$ cat src/logic/dsrc_regs.svh
// Purpose: named constants for the digipot serial readback control block
// Assumes: 10-bit wiper resolution, 16-bit serial word
// Notes:   included by every design file that needs a number
`ifndef DSRC_REGS_SVH
`define DSRC_REGS_SVH

// command codes in word bits 13:10
`define DSRC_CMD_NOP      4'h0
`define DSRC_CMD_WR_WIPER 4'h1
`define DSRC_CMD_RD_WIPER 4'h2
`define DSRC_CMD_STORE    4'h3
`define DSRC_CMD_SW_RESET 4'h4
`define DSRC_CMD_RD_FUSE  4'h5
`define DSRC_CMD_WR_CTRL  4'h6
`define DSRC_CMD_RD_CTRL  4'h7
`define DSRC_CMD_SHUTDOWN 4'h8

// word layout and special words
`define DSRC_WORD_BITS    16
`define DSRC_HIZ_WORD     16'h8001
`define DSRC_TOP_ZERO     2'h0

// wiper and fuse memory
`define DSRC_CODE_BITS    10
`define DSRC_TAPS         1024
`define DSRC_MIDSCALE     10'h200
`define DSRC_FUSE_DEPTH   5'h14
`define DSRC_STAT_LO_ADDR 5'h14
`define DSRC_STAT_HI_ADDR 5'h15
`define DSRC_STAT_SPAN    10

// control register reset value: fuse_en, guard, calib, fuse_ok all zero
`define DSRC_CTRL_RST     4'h0

`endif

$ cat src/logic/dsrc_pkg.sv
// Purpose: shared types of the digipot serial readback control block
// Assumes: constants come from dsrc_regs.svh
// Notes:   control register bit order is C3..C0 from msb to lsb
package dsrc_pkg;

  // control register, C3 down to C0
  typedef struct packed {
    logic fuse_ok;   // C3, program success
    logic calib;     // C2, 0 = resistor performance mode
    logic guard;     // C1, 1 = wiper writes allowed
    logic fuse_en;   // C0, 1 = fuse program allowed
  } dsrc_ctrl_s;

  // one serial frame word
  typedef struct packed {
    logic [1:0] top;
    logic [3:0] cmd;
    logic [9:0] data;
  } dsrc_word_s;

  // analogue switch steering towards the resistor string
  typedef struct packed {
    logic term_a_open;
    logic wiper_to_b;
    logic perf_mode;
  } dsrc_analog_s;

  typedef enum logic [0:0] {
    DSRC_IDLE,
    DSRC_SHIFT
  } dsrc_frame_e;

endpackage

$ cat src/logic/dsrc_core.sv
// Purpose: serial command interpreter for a single-channel digipot
// Assumes: sclk, sync_n, din, hw_reset are asynchronous pins, sclk well below clk_sys/8
// Notes:   fuse programming is immediate; no busy timing is modelled
`include "dsrc_regs.svh"

module dsrc_core (
  input  wire logic                       clk_sys,
  input  wire logic                       rst_n,
  input  wire logic                       sclk,
  input  wire logic                       sync_n,
  input  wire logic                       din,
  input  wire logic                       hw_reset,
  output logic                            sdo_o,
  output logic                            sdo_oe,
  output logic [`DSRC_CODE_BITS-1:0]      wiper_code_register,
  output dsrc_pkg::dsrc_ctrl_s            ctrl,
  output dsrc_pkg::dsrc_analog_s          analog,
  output logic                            shutdown,
  output logic [4:0]                      fuse_count,
  output logic [`DSRC_TAPS-1:0]           tap_sel
);
  import dsrc_pkg::*;

  // pin synchronisers, two flops each
  logic [1:0] sclk_s;
  logic [1:0] sync_s;
  logic [1:0] din_s;
  logic [1:0] hwr_s;
  logic       sclk_d;
  logic       sync_d;
  logic       hwr_d;

  always_ff @(posedge clk_sys or negedge rst_n) begin
    if (!rst_n) begin
      sclk_s <= 2'h0;
      sync_s <= 2'h3;
      din_s  <= 2'h0;
      hwr_s  <= 2'h0;
    end else begin
      sclk_s <= {sclk_s[0], sclk};
      sync_s <= {sync_s[0], sync_n};
      din_s  <= {din_s[0], din};
      hwr_s  <= {hwr_s[0], hw_reset};
    end
  end

  // delayed copies for edge detection
  always_ff @(posedge clk_sys or negedge rst_n) begin
    if (!rst_n) begin
      sclk_d <= 1'b0;
      sync_d <= 1'b1;
      hwr_d  <= 1'b0;
    end else begin
      sclk_d <= sclk_s[1];
      sync_d <= sync_s[1];
      hwr_d  <= hwr_s[1];
    end
  end

  logic sclk_rise;
  logic sclk_fall;
  logic frame_start;
  logic frame_end;
  logic hwr_rise;

  // edges seen on the sampled pins
  assign sclk_rise   = sclk_s[1] & ~sclk_d;
  assign sclk_fall   = ~sclk_s[1] & sclk_d;
  assign frame_start = ~sync_s[1] & sync_d;
  assign frame_end   = sync_s[1] & ~sync_d;
  assign hwr_rise    = hwr_s[1] & ~hwr_d;

  // frame state and bit counter
  dsrc_frame_e frame;
  logic [5:0]  bit_cnt;

  always_ff @(posedge clk_sys or negedge rst_n) begin
    if (!rst_n) begin
      frame   <= DSRC_IDLE;
      bit_cnt <= 6'h00;
    end else begin
      case (frame)
        DSRC_IDLE: begin
          if (frame_start) begin
            frame   <= DSRC_SHIFT;
            bit_cnt <= 6'h00;
          end
        end
        DSRC_SHIFT: begin
          if (frame_end) begin
            frame <= DSRC_IDLE;
          end else if (sclk_fall) begin
            bit_cnt <= bit_cnt + 6'h01;
          end
        end
        default: frame <= DSRC_IDLE;
      endcase
    end
  end

  logic                       shifting;
  logic                       execute;
  logic [`DSRC_WORD_BITS-1:0] sreg;
  dsrc_word_s                 word;

  // a frame executes only on a whole number of 16-bit words
  assign shifting = (frame == DSRC_SHIFT);
  assign execute  = shifting & frame_end & (bit_cnt != 6'h00) & (bit_cnt[3:0] == 4'h0);
  assign word     = sreg;

  // fuse memory and programmed count
  logic [`DSRC_CODE_BITS-1:0] fuse_mem [0:19];
  logic [`DSRC_CODE_BITS-1:0] stat_lo;
  logic [`DSRC_CODE_BITS-1:0] stat_hi;
  logic [`DSRC_CODE_BITS-1:0] reload_code;
  logic [`DSRC_CODE_BITS-1:0] fuse_rd;
  logic                       cmd_ok;
  logic                       do_store;

  // thermometer status words, one bit per programmed location
  genvar gi;
  generate
    for (gi = 0; gi < `DSRC_STAT_SPAN; gi = gi + 1) begin : g_stat
      assign stat_lo[gi] = (fuse_count > 5'(gi));
      assign stat_hi[gi] = (fuse_count > 5'(gi + `DSRC_STAT_SPAN));
    end
  endgenerate

  // reload value: last programmed location or midscale
  assign reload_code = (fuse_count == 5'h00) ? `DSRC_MIDSCALE
                       : fuse_mem[5'(fuse_count - 5'h01)];

  // fuse read mux on the five low data bits
  always_comb begin
    if (word.data[4:0] < `DSRC_FUSE_DEPTH) begin
      fuse_rd = fuse_mem[word.data[4:0]];
    end else if (word.data[4:0] == `DSRC_STAT_LO_ADDR) begin
      fuse_rd = stat_lo;
    end else if (word.data[4:0] == `DSRC_STAT_HI_ADDR) begin
      fuse_rd = stat_hi;
    end else begin
      fuse_rd = '0;
    end
  end

  assign cmd_ok   = execute & (word.top == `DSRC_TOP_ZERO);
  assign do_store = cmd_ok & (word.cmd == `DSRC_CMD_STORE) & ctrl.fuse_en
                    & (fuse_count < `DSRC_FUSE_DEPTH);

  // fuse array write, one location per store command
  always_ff @(posedge clk_sys) begin
    if (do_store) begin
      fuse_mem[fuse_count] <= wiper_code_register;
    end
  end

  // programmed count, blank part after power-up reset
  always_ff @(posedge clk_sys or negedge rst_n) begin
    if (!rst_n) begin
      fuse_count <= 5'h00;
    end else if (do_store) begin
      fuse_count <= fuse_count + 5'h01;
    end
  end

  // power-on preset request, one cycle after reset release
  logic por_load;

  always_ff @(posedge clk_sys or negedge rst_n) begin
    if (!rst_n) begin
      por_load <= 1'b1;
    end else begin
      por_load <= 1'b0;
    end
  end

  logic any_reset;

  assign any_reset = por_load | hwr_rise
                     | (cmd_ok & (word.cmd == `DSRC_CMD_SW_RESET));

  // wiper code register
  always_ff @(posedge clk_sys or negedge rst_n) begin
    if (!rst_n) begin
      wiper_code_register <= `DSRC_MIDSCALE;
    end else if (any_reset) begin
      wiper_code_register <= reload_code;
    end else if (cmd_ok & (word.cmd == `DSRC_CMD_WR_WIPER) & ctrl.guard) begin
      wiper_code_register <= word.data;
    end
  end

  // control register
  always_ff @(posedge clk_sys or negedge rst_n) begin
    if (!rst_n) begin
      ctrl <= `DSRC_CTRL_RST;
    end else if (any_reset) begin
      ctrl <= `DSRC_CTRL_RST;
    end else if (cmd_ok & (word.cmd == `DSRC_CMD_WR_CTRL)) begin
      ctrl.fuse_en <= word.data[0];
      ctrl.guard   <= word.data[1];
      ctrl.calib   <= word.data[2];
    end else if (do_store) begin
      ctrl.fuse_ok <= 1'b1;
    end
  end

  // shutdown flag, wiper code untouched
  always_ff @(posedge clk_sys or negedge rst_n) begin
    if (!rst_n) begin
      shutdown <= 1'b0;
    end else if (any_reset) begin
      shutdown <= 1'b0;
    end else if (cmd_ok & (word.cmd == `DSRC_CMD_SHUTDOWN)) begin
      shutdown <= word.data[0];
    end
  end

  // analogue steering
  always_ff @(posedge clk_sys or negedge rst_n) begin
    if (!rst_n) begin
      analog <= '0;
    end else begin
      analog.term_a_open <= shutdown;
      analog.wiper_to_b  <= shutdown;
      analog.perf_mode   <= ~ctrl.calib;
    end
  end

  // shift register: din in on falling edge, readback loaded at frame end
  always_ff @(posedge clk_sys or negedge rst_n) begin
    if (!rst_n) begin
      sreg <= '0;
    end else if (cmd_ok & (word.cmd == `DSRC_CMD_RD_WIPER)) begin
      sreg <= {6'h00, wiper_code_register};
    end else if (cmd_ok & (word.cmd == `DSRC_CMD_RD_FUSE)) begin
      sreg <= {6'h00, fuse_rd};
    end else if (cmd_ok & (word.cmd == `DSRC_CMD_RD_CTRL)) begin
      sreg <= {12'h000, ctrl};
    end else if (shifting & sclk_fall) begin
      sreg <= {sreg[`DSRC_WORD_BITS-2:0], din_s[1]};
    end
  end

  // high impedance arming after the special word, set by the next no-op
  logic hiz_armed;
  logic hiz;

  always_ff @(posedge clk_sys or negedge rst_n) begin
    if (!rst_n) begin
      hiz_armed <= 1'b0;
      hiz       <= 1'b0;
    end else if (execute) begin
      if (word == `DSRC_HIZ_WORD) begin
        hiz_armed <= 1'b1;
      end else if (cmd_ok & (word.cmd == `DSRC_CMD_NOP)) begin
        hiz       <= hiz | hiz_armed;
        hiz_armed <= 1'b0;
      end else begin
        hiz       <= 1'b0;
        hiz_armed <= 1'b0;
      end
    end
  end

  // output bit: msb at frame start, then on every rising sclk
  logic next_sdo_bit;
  logic sdo_bit;

  always_comb begin
    next_sdo_bit = sdo_bit;
    if (frame_start) begin
      next_sdo_bit = sreg[`DSRC_WORD_BITS-1];
    end else if (shifting & sclk_rise) begin
      next_sdo_bit = sreg[`DSRC_WORD_BITS-1];
    end
  end

  // open-drain pin drive
  always_ff @(posedge clk_sys or negedge rst_n) begin
    if (!rst_n) begin
      sdo_bit <= 1'b1;
      sdo_oe  <= 1'b0;
      sdo_o   <= 1'b0;
    end else begin
      sdo_bit <= next_sdo_bit;
      sdo_oe  <= ~next_sdo_bit & ~hiz;
      sdo_o   <= 1'b0;
    end
  end

  // tap decoder
  dsrc_tap_decode u_tap (
    .clk_sys (clk_sys),
    .rst_n   (rst_n),
    .code    (wiper_code_register),
    .tap_sel (tap_sel)
  );

endmodule

$ cat src/logic/dsrc_tap_decode.sv
// Purpose: one-hot decode of the wiper code into tap selects
// Assumes: code comes from logic on the same clock
// Notes:   registered, so exactly one tap is live one cycle after a change
`include "dsrc_regs.svh"

module dsrc_tap_decode (
  input  wire logic                        clk_sys,
  input  wire logic                        rst_n,
  input  wire logic [`DSRC_CODE_BITS-1:0]  code,
  output logic      [`DSRC_TAPS-1:0]       tap_sel
);

  // one compare per tap
  genvar i;
  generate
    for (i = 0; i < `DSRC_TAPS; i = i + 1) begin : g_tap
      always_ff @(posedge clk_sys or negedge rst_n) begin
        if (!rst_n) begin
          tap_sel[i] <= 1'b0;
        end else begin
          tap_sel[i] <= (code == `DSRC_CODE_BITS'(i));
        end
      end
    end
  endgenerate

endmodule

$ cat config.mk
export PLATFORM = sky130hd
export DESIGN_NAME = dsrc_core
export DESIGN_NICKNAME = d
export VERILOG_FILES = /design/src/logic/dsrc_pkg.sv /design/src/logic/dsrc_core.sv /design/src/logic/dsrc_tap_decode.sv
export VERILOG_INCLUDE_DIRS = /design/src /design/src/logic
export SDC_FILE = /design/constraint.sdc
export NUM_CORES = 2
export LEC_CHECK = 0
export BUFFER_PORTS_ARGS = -buffer_cell sky130_fd_sc_hd__buf_2
export CAP_MARGIN = 20
export CORE_AREA = 3 3 413 415
export DETAILED_ROUTE_END_ITERATION = 7
export DIE_AREA = 0 0 416 418
export PLACE_DENSITY = 0.5
export SETUP_SLACK_MARGIN = 0.02
export SYNTH_ARGS = -nofsm -noshare
export SYNTH_HDL_FRONTEND = slang
export SYNTH_SLANG_ARGS = --single-unit
export TNS_END_PERCENT = 10
$ cat constraint.sdc
create_clock -name clk_sys -period 7.5 [get_ports clk_sys]
set_input_delay 0.75 -clock clk_sys [delete_from_list [all_inputs] [get_ports clk_sys]]
set_output_delay 0.75 -clock clk_sys [all_outputs]
set_load 0.01 [all_outputs]
==> metrics.txt <==
result of the run=finished clean; share of synthesized area occupied by flip-flops and latches=0.7529; class of the most critical setup path=flip-flop to flip-flop; post-synthesis cell type with the largest combined area=dfrtp_1; transition time of the tightest slew-check pin=roughly 1.1 ns; area share of the largest cell type after synthesis=0.6130; pin count of the biggest net entering global routing=between 150 and 200; flop-to-flop setup slack=between 3 and 4 ns; max-slew headroom at the worst pin=0.2463; clock latency of the later-clocked register in the worst-skew pair=slightly above 0.8 ns; clock sink total=roughly 1300; number of enable flip-flop cells after synthesis=200; Clock Tree Root=clkbuf_16; maximum fanout count along the critical path=30; number of buffers added by the clock tree synthesis step=approximately 150; count of endpoints failing setup in the final report=0; CP required=8.14 ns; y dimension of the die=~420 um; DR vias/cell=around 4.7; area growth from synthesis to final layout=29.38%; layout cell share with drive strength beyond 1=0.3347; Layout Skew=a little under 0.04 ns; reg-to-reg startpoint=fuse_count[0]; Total Routed Length=201800 um; First-pass DRT Iterations=5; top cell types by occurrence after synthesis=1084 x nor2_1, 1079 x dfrtp_1, 304 x nand2_1; total power of the final layout=around 0.015 W; element type at the critical path end=flip-flop; initial cell density of the core=0.2637; final-report hold violation count=0; number of nets in the final layout=roughly 4400; Max H-tree Level=4; core footprint=around 170000 um^2; post-synthesis average cell area=roughly 13 um^2; setup TNS=0 ns; vias in the first global route=a little over 30000; Max VDD drop=between 200 and 250 uV; detailed-route DRC error count=0; Most used DFF post-synth=dfrtp_1; fmax=between 200 and 300 MHz; total die area=approximately 170000 um^2; cell types with the largest area share after synthesis=dfrtp_1 61%, edfxtp_1 14%, nor2_1 9.2%, mux4_2 4.9%, nand2_1 2.6%; Layout fillers=between 15000 and 20000; number of warnings issued by yosys=0; period utilization=0.5138; number of rows created at floorplan=150; pre-CTS setup slack=between 3 and 4 ns; Gates resized, CTS repair=0; crit start category=flip-flop; Data arrival, critical path=between 4 and 5 ns; Top Ports=1055; DIE WIDTH=~420 um; average wire per cell in the routed design=29.96 um; post-synthesis async set-or-reset flop share=0.8444; number of nets with antenna violations after detailed routing=0; vias after detailed routing=between 30000 and 40000; Post-CTS Setup Bufs=0; endpoint of the worst-slack reg-to-reg timing path=wiper_code_register[8]; CTS clk-pin slew, worst paths=~0.060 ns; top-count cell post-synth=nor2_1; Min Clock Period, post-route=around 3.9 ns; pins over their slew limit=0; unrepaired setup endpoints after global routing=false; number of distinct library cells after synthesis=75; grt ovf=0; logic depth of the worst register-to-register path=9; global placer's final weighted congestion=~0.89; number of antenna violations at the first check in global routing=8; wire length of the first global-routing pass=271600 um; minimum setup slack in the final design=3.646 ns; number of max-capacitance violations reported=0; area used by multi-input combinational logic=slightly above 10000 um^2; TritonCTS clock tree=yes; cell area after synthesis=between 40000 and 50000 um^2; placed wire-length estimate after detailed placement=141700 um; number of DRC violations after detailed-routing iteration 0=~3000; P_leak=~29 nW; overall track demand over capacity in global routing=0.2266; HP Class=primary input to asynchronous set/reset pin; Register Area=between 30000 and 40000 um^2; Longest Clk Path Bufs=3; Port Buf Inserts=1053; Gate Count Post-Synth=around 3300; Power Density=263.7 nW/um^2; post-synthesis register bit count=1285
metal layers:
| metal | track usage | share of wire | vias to the layer above |
|---|---|---|---|
| met2 | 0.3740 | 0.49 | 1460 |
| met1 | 0.2872 | 0.40 | 16560 |
| met3 | 0.05544 | 0.069 | 289 |
| met4 | 0.08801 | 0.040 | 0 |
| li1 | - | - | 13070 |
| met5 | 0 | 0 | - |
cells in the final DEF (no fill, tap or decap), types with 16 or more instances in the layout:
master,instances
nand2_1,303
clkbuf_1,36
mux4_2,95
buf_4,64
dfrtp_1,1075
edfxtp_1,200
nor2b_1,17
a21oi_1,30
clkinv_2,20
nor2_1,1069
o211ai_1,23
clkbuf_8,19
nand4_1,16
buf_2,1052
clkbuf_16,146
o21ai_0,27
and2_1,18
mux2i_1,48
cells by family after synthesis:
logic type / Yosys count / synth area share
fa+ha+maj: 8 / 0.002215
simple gates: 1524 / 0.1384
xor+xnor: 9 / 0.001789
mux: 146 / 0.06025
flops: 1285 / 0.7529
other cells: 1 / 0.00008513
compound gates: 141 / 0.02210
buf+inv: 231 / 0.02227
power by group:
group | total (W) | switching, W | leakage [nW] | internal, W
Sequential | 0.00727 | 0.000154 | 17.3 | 0.00711
Combinational | 0.000588 | 0.000411 | 9.15 | 0.000176
Clock | 0.00717 | 0.00306 | 2.34 | 0.00411
worst max path at each step:
stage	start	endpoint	slack [ns]	cells past startpoint
final	fuse_count[0]	wiper_code_register[8]	3.65	9
after global routing	fuse_count[0]	wiper_code_register[1]	3.38	9
after global placement	fuse_count[0]	wiper_code_register[9]	3.58	9
after detailed placement	fuse_count[0]	wiper_code_register[6]	3.59	9
after floorplan	fuse_count[0]	wiper_code_register[0]	4.64	11
after CTS	fuse_count[0]	wiper_code_register[8]	3.59	9
sequential cells by signal, summed over array words and instances (netlist names), 2 cells and up:
register             cells
analog                   2
u_tap.tap_sel         1024
wiper_code_register     10
sreg                    16
ctrl                     4
fuse_count               5
sclk_s                   2
sync_s                   2
din_s                    2
fuse_mem               200
bit_cnt                  6
hwr_s                    2
critical path, cell delays in order, from the launching register on:
cell and delay (ns):
dfrtp_4 0.76, inv_1 0.24, ha_1 0.99, buf_4 0.56, mux4_2 0.38, nor2b_1 0.14, a211oi_1 0.25, a21oi_1 0.10
o211ai_1 0.12, o211ai_1 0.13
final cells by class:
type                    instances  share of cell area
flip-flops and latches       1285              0.5821
inverters                      14           0.0009221
clock buffers                 201             0.07106
multi-input cells            1830              0.1777
diodes                          6           0.0002634
clock inverters                62             0.01322
well taps                    2204             0.04839
repair buffers               1134              0.1063
repair_timing:
item                                    4_1_cts  5_1_grt
hold buffers                                  3        0
endpoints found under the setup margin        0        0
hold endpoints to repair                      3        0
stage by stage:
stage,hold WS (ns),util,instances,instance area (um^2)
after floorplan,0.3312,-,3346,44050
after global placement,0.3378,0.3119,6460,52090
after detailed placement,0.3347,0.3122,6464,52140
after CTS,0.009472,0.3411,6730,56980
after global routing,0.04293,0.3412,6734,56990
final,0.006610,0.3412,6736,56990
(Power assumes the default switching activity.)
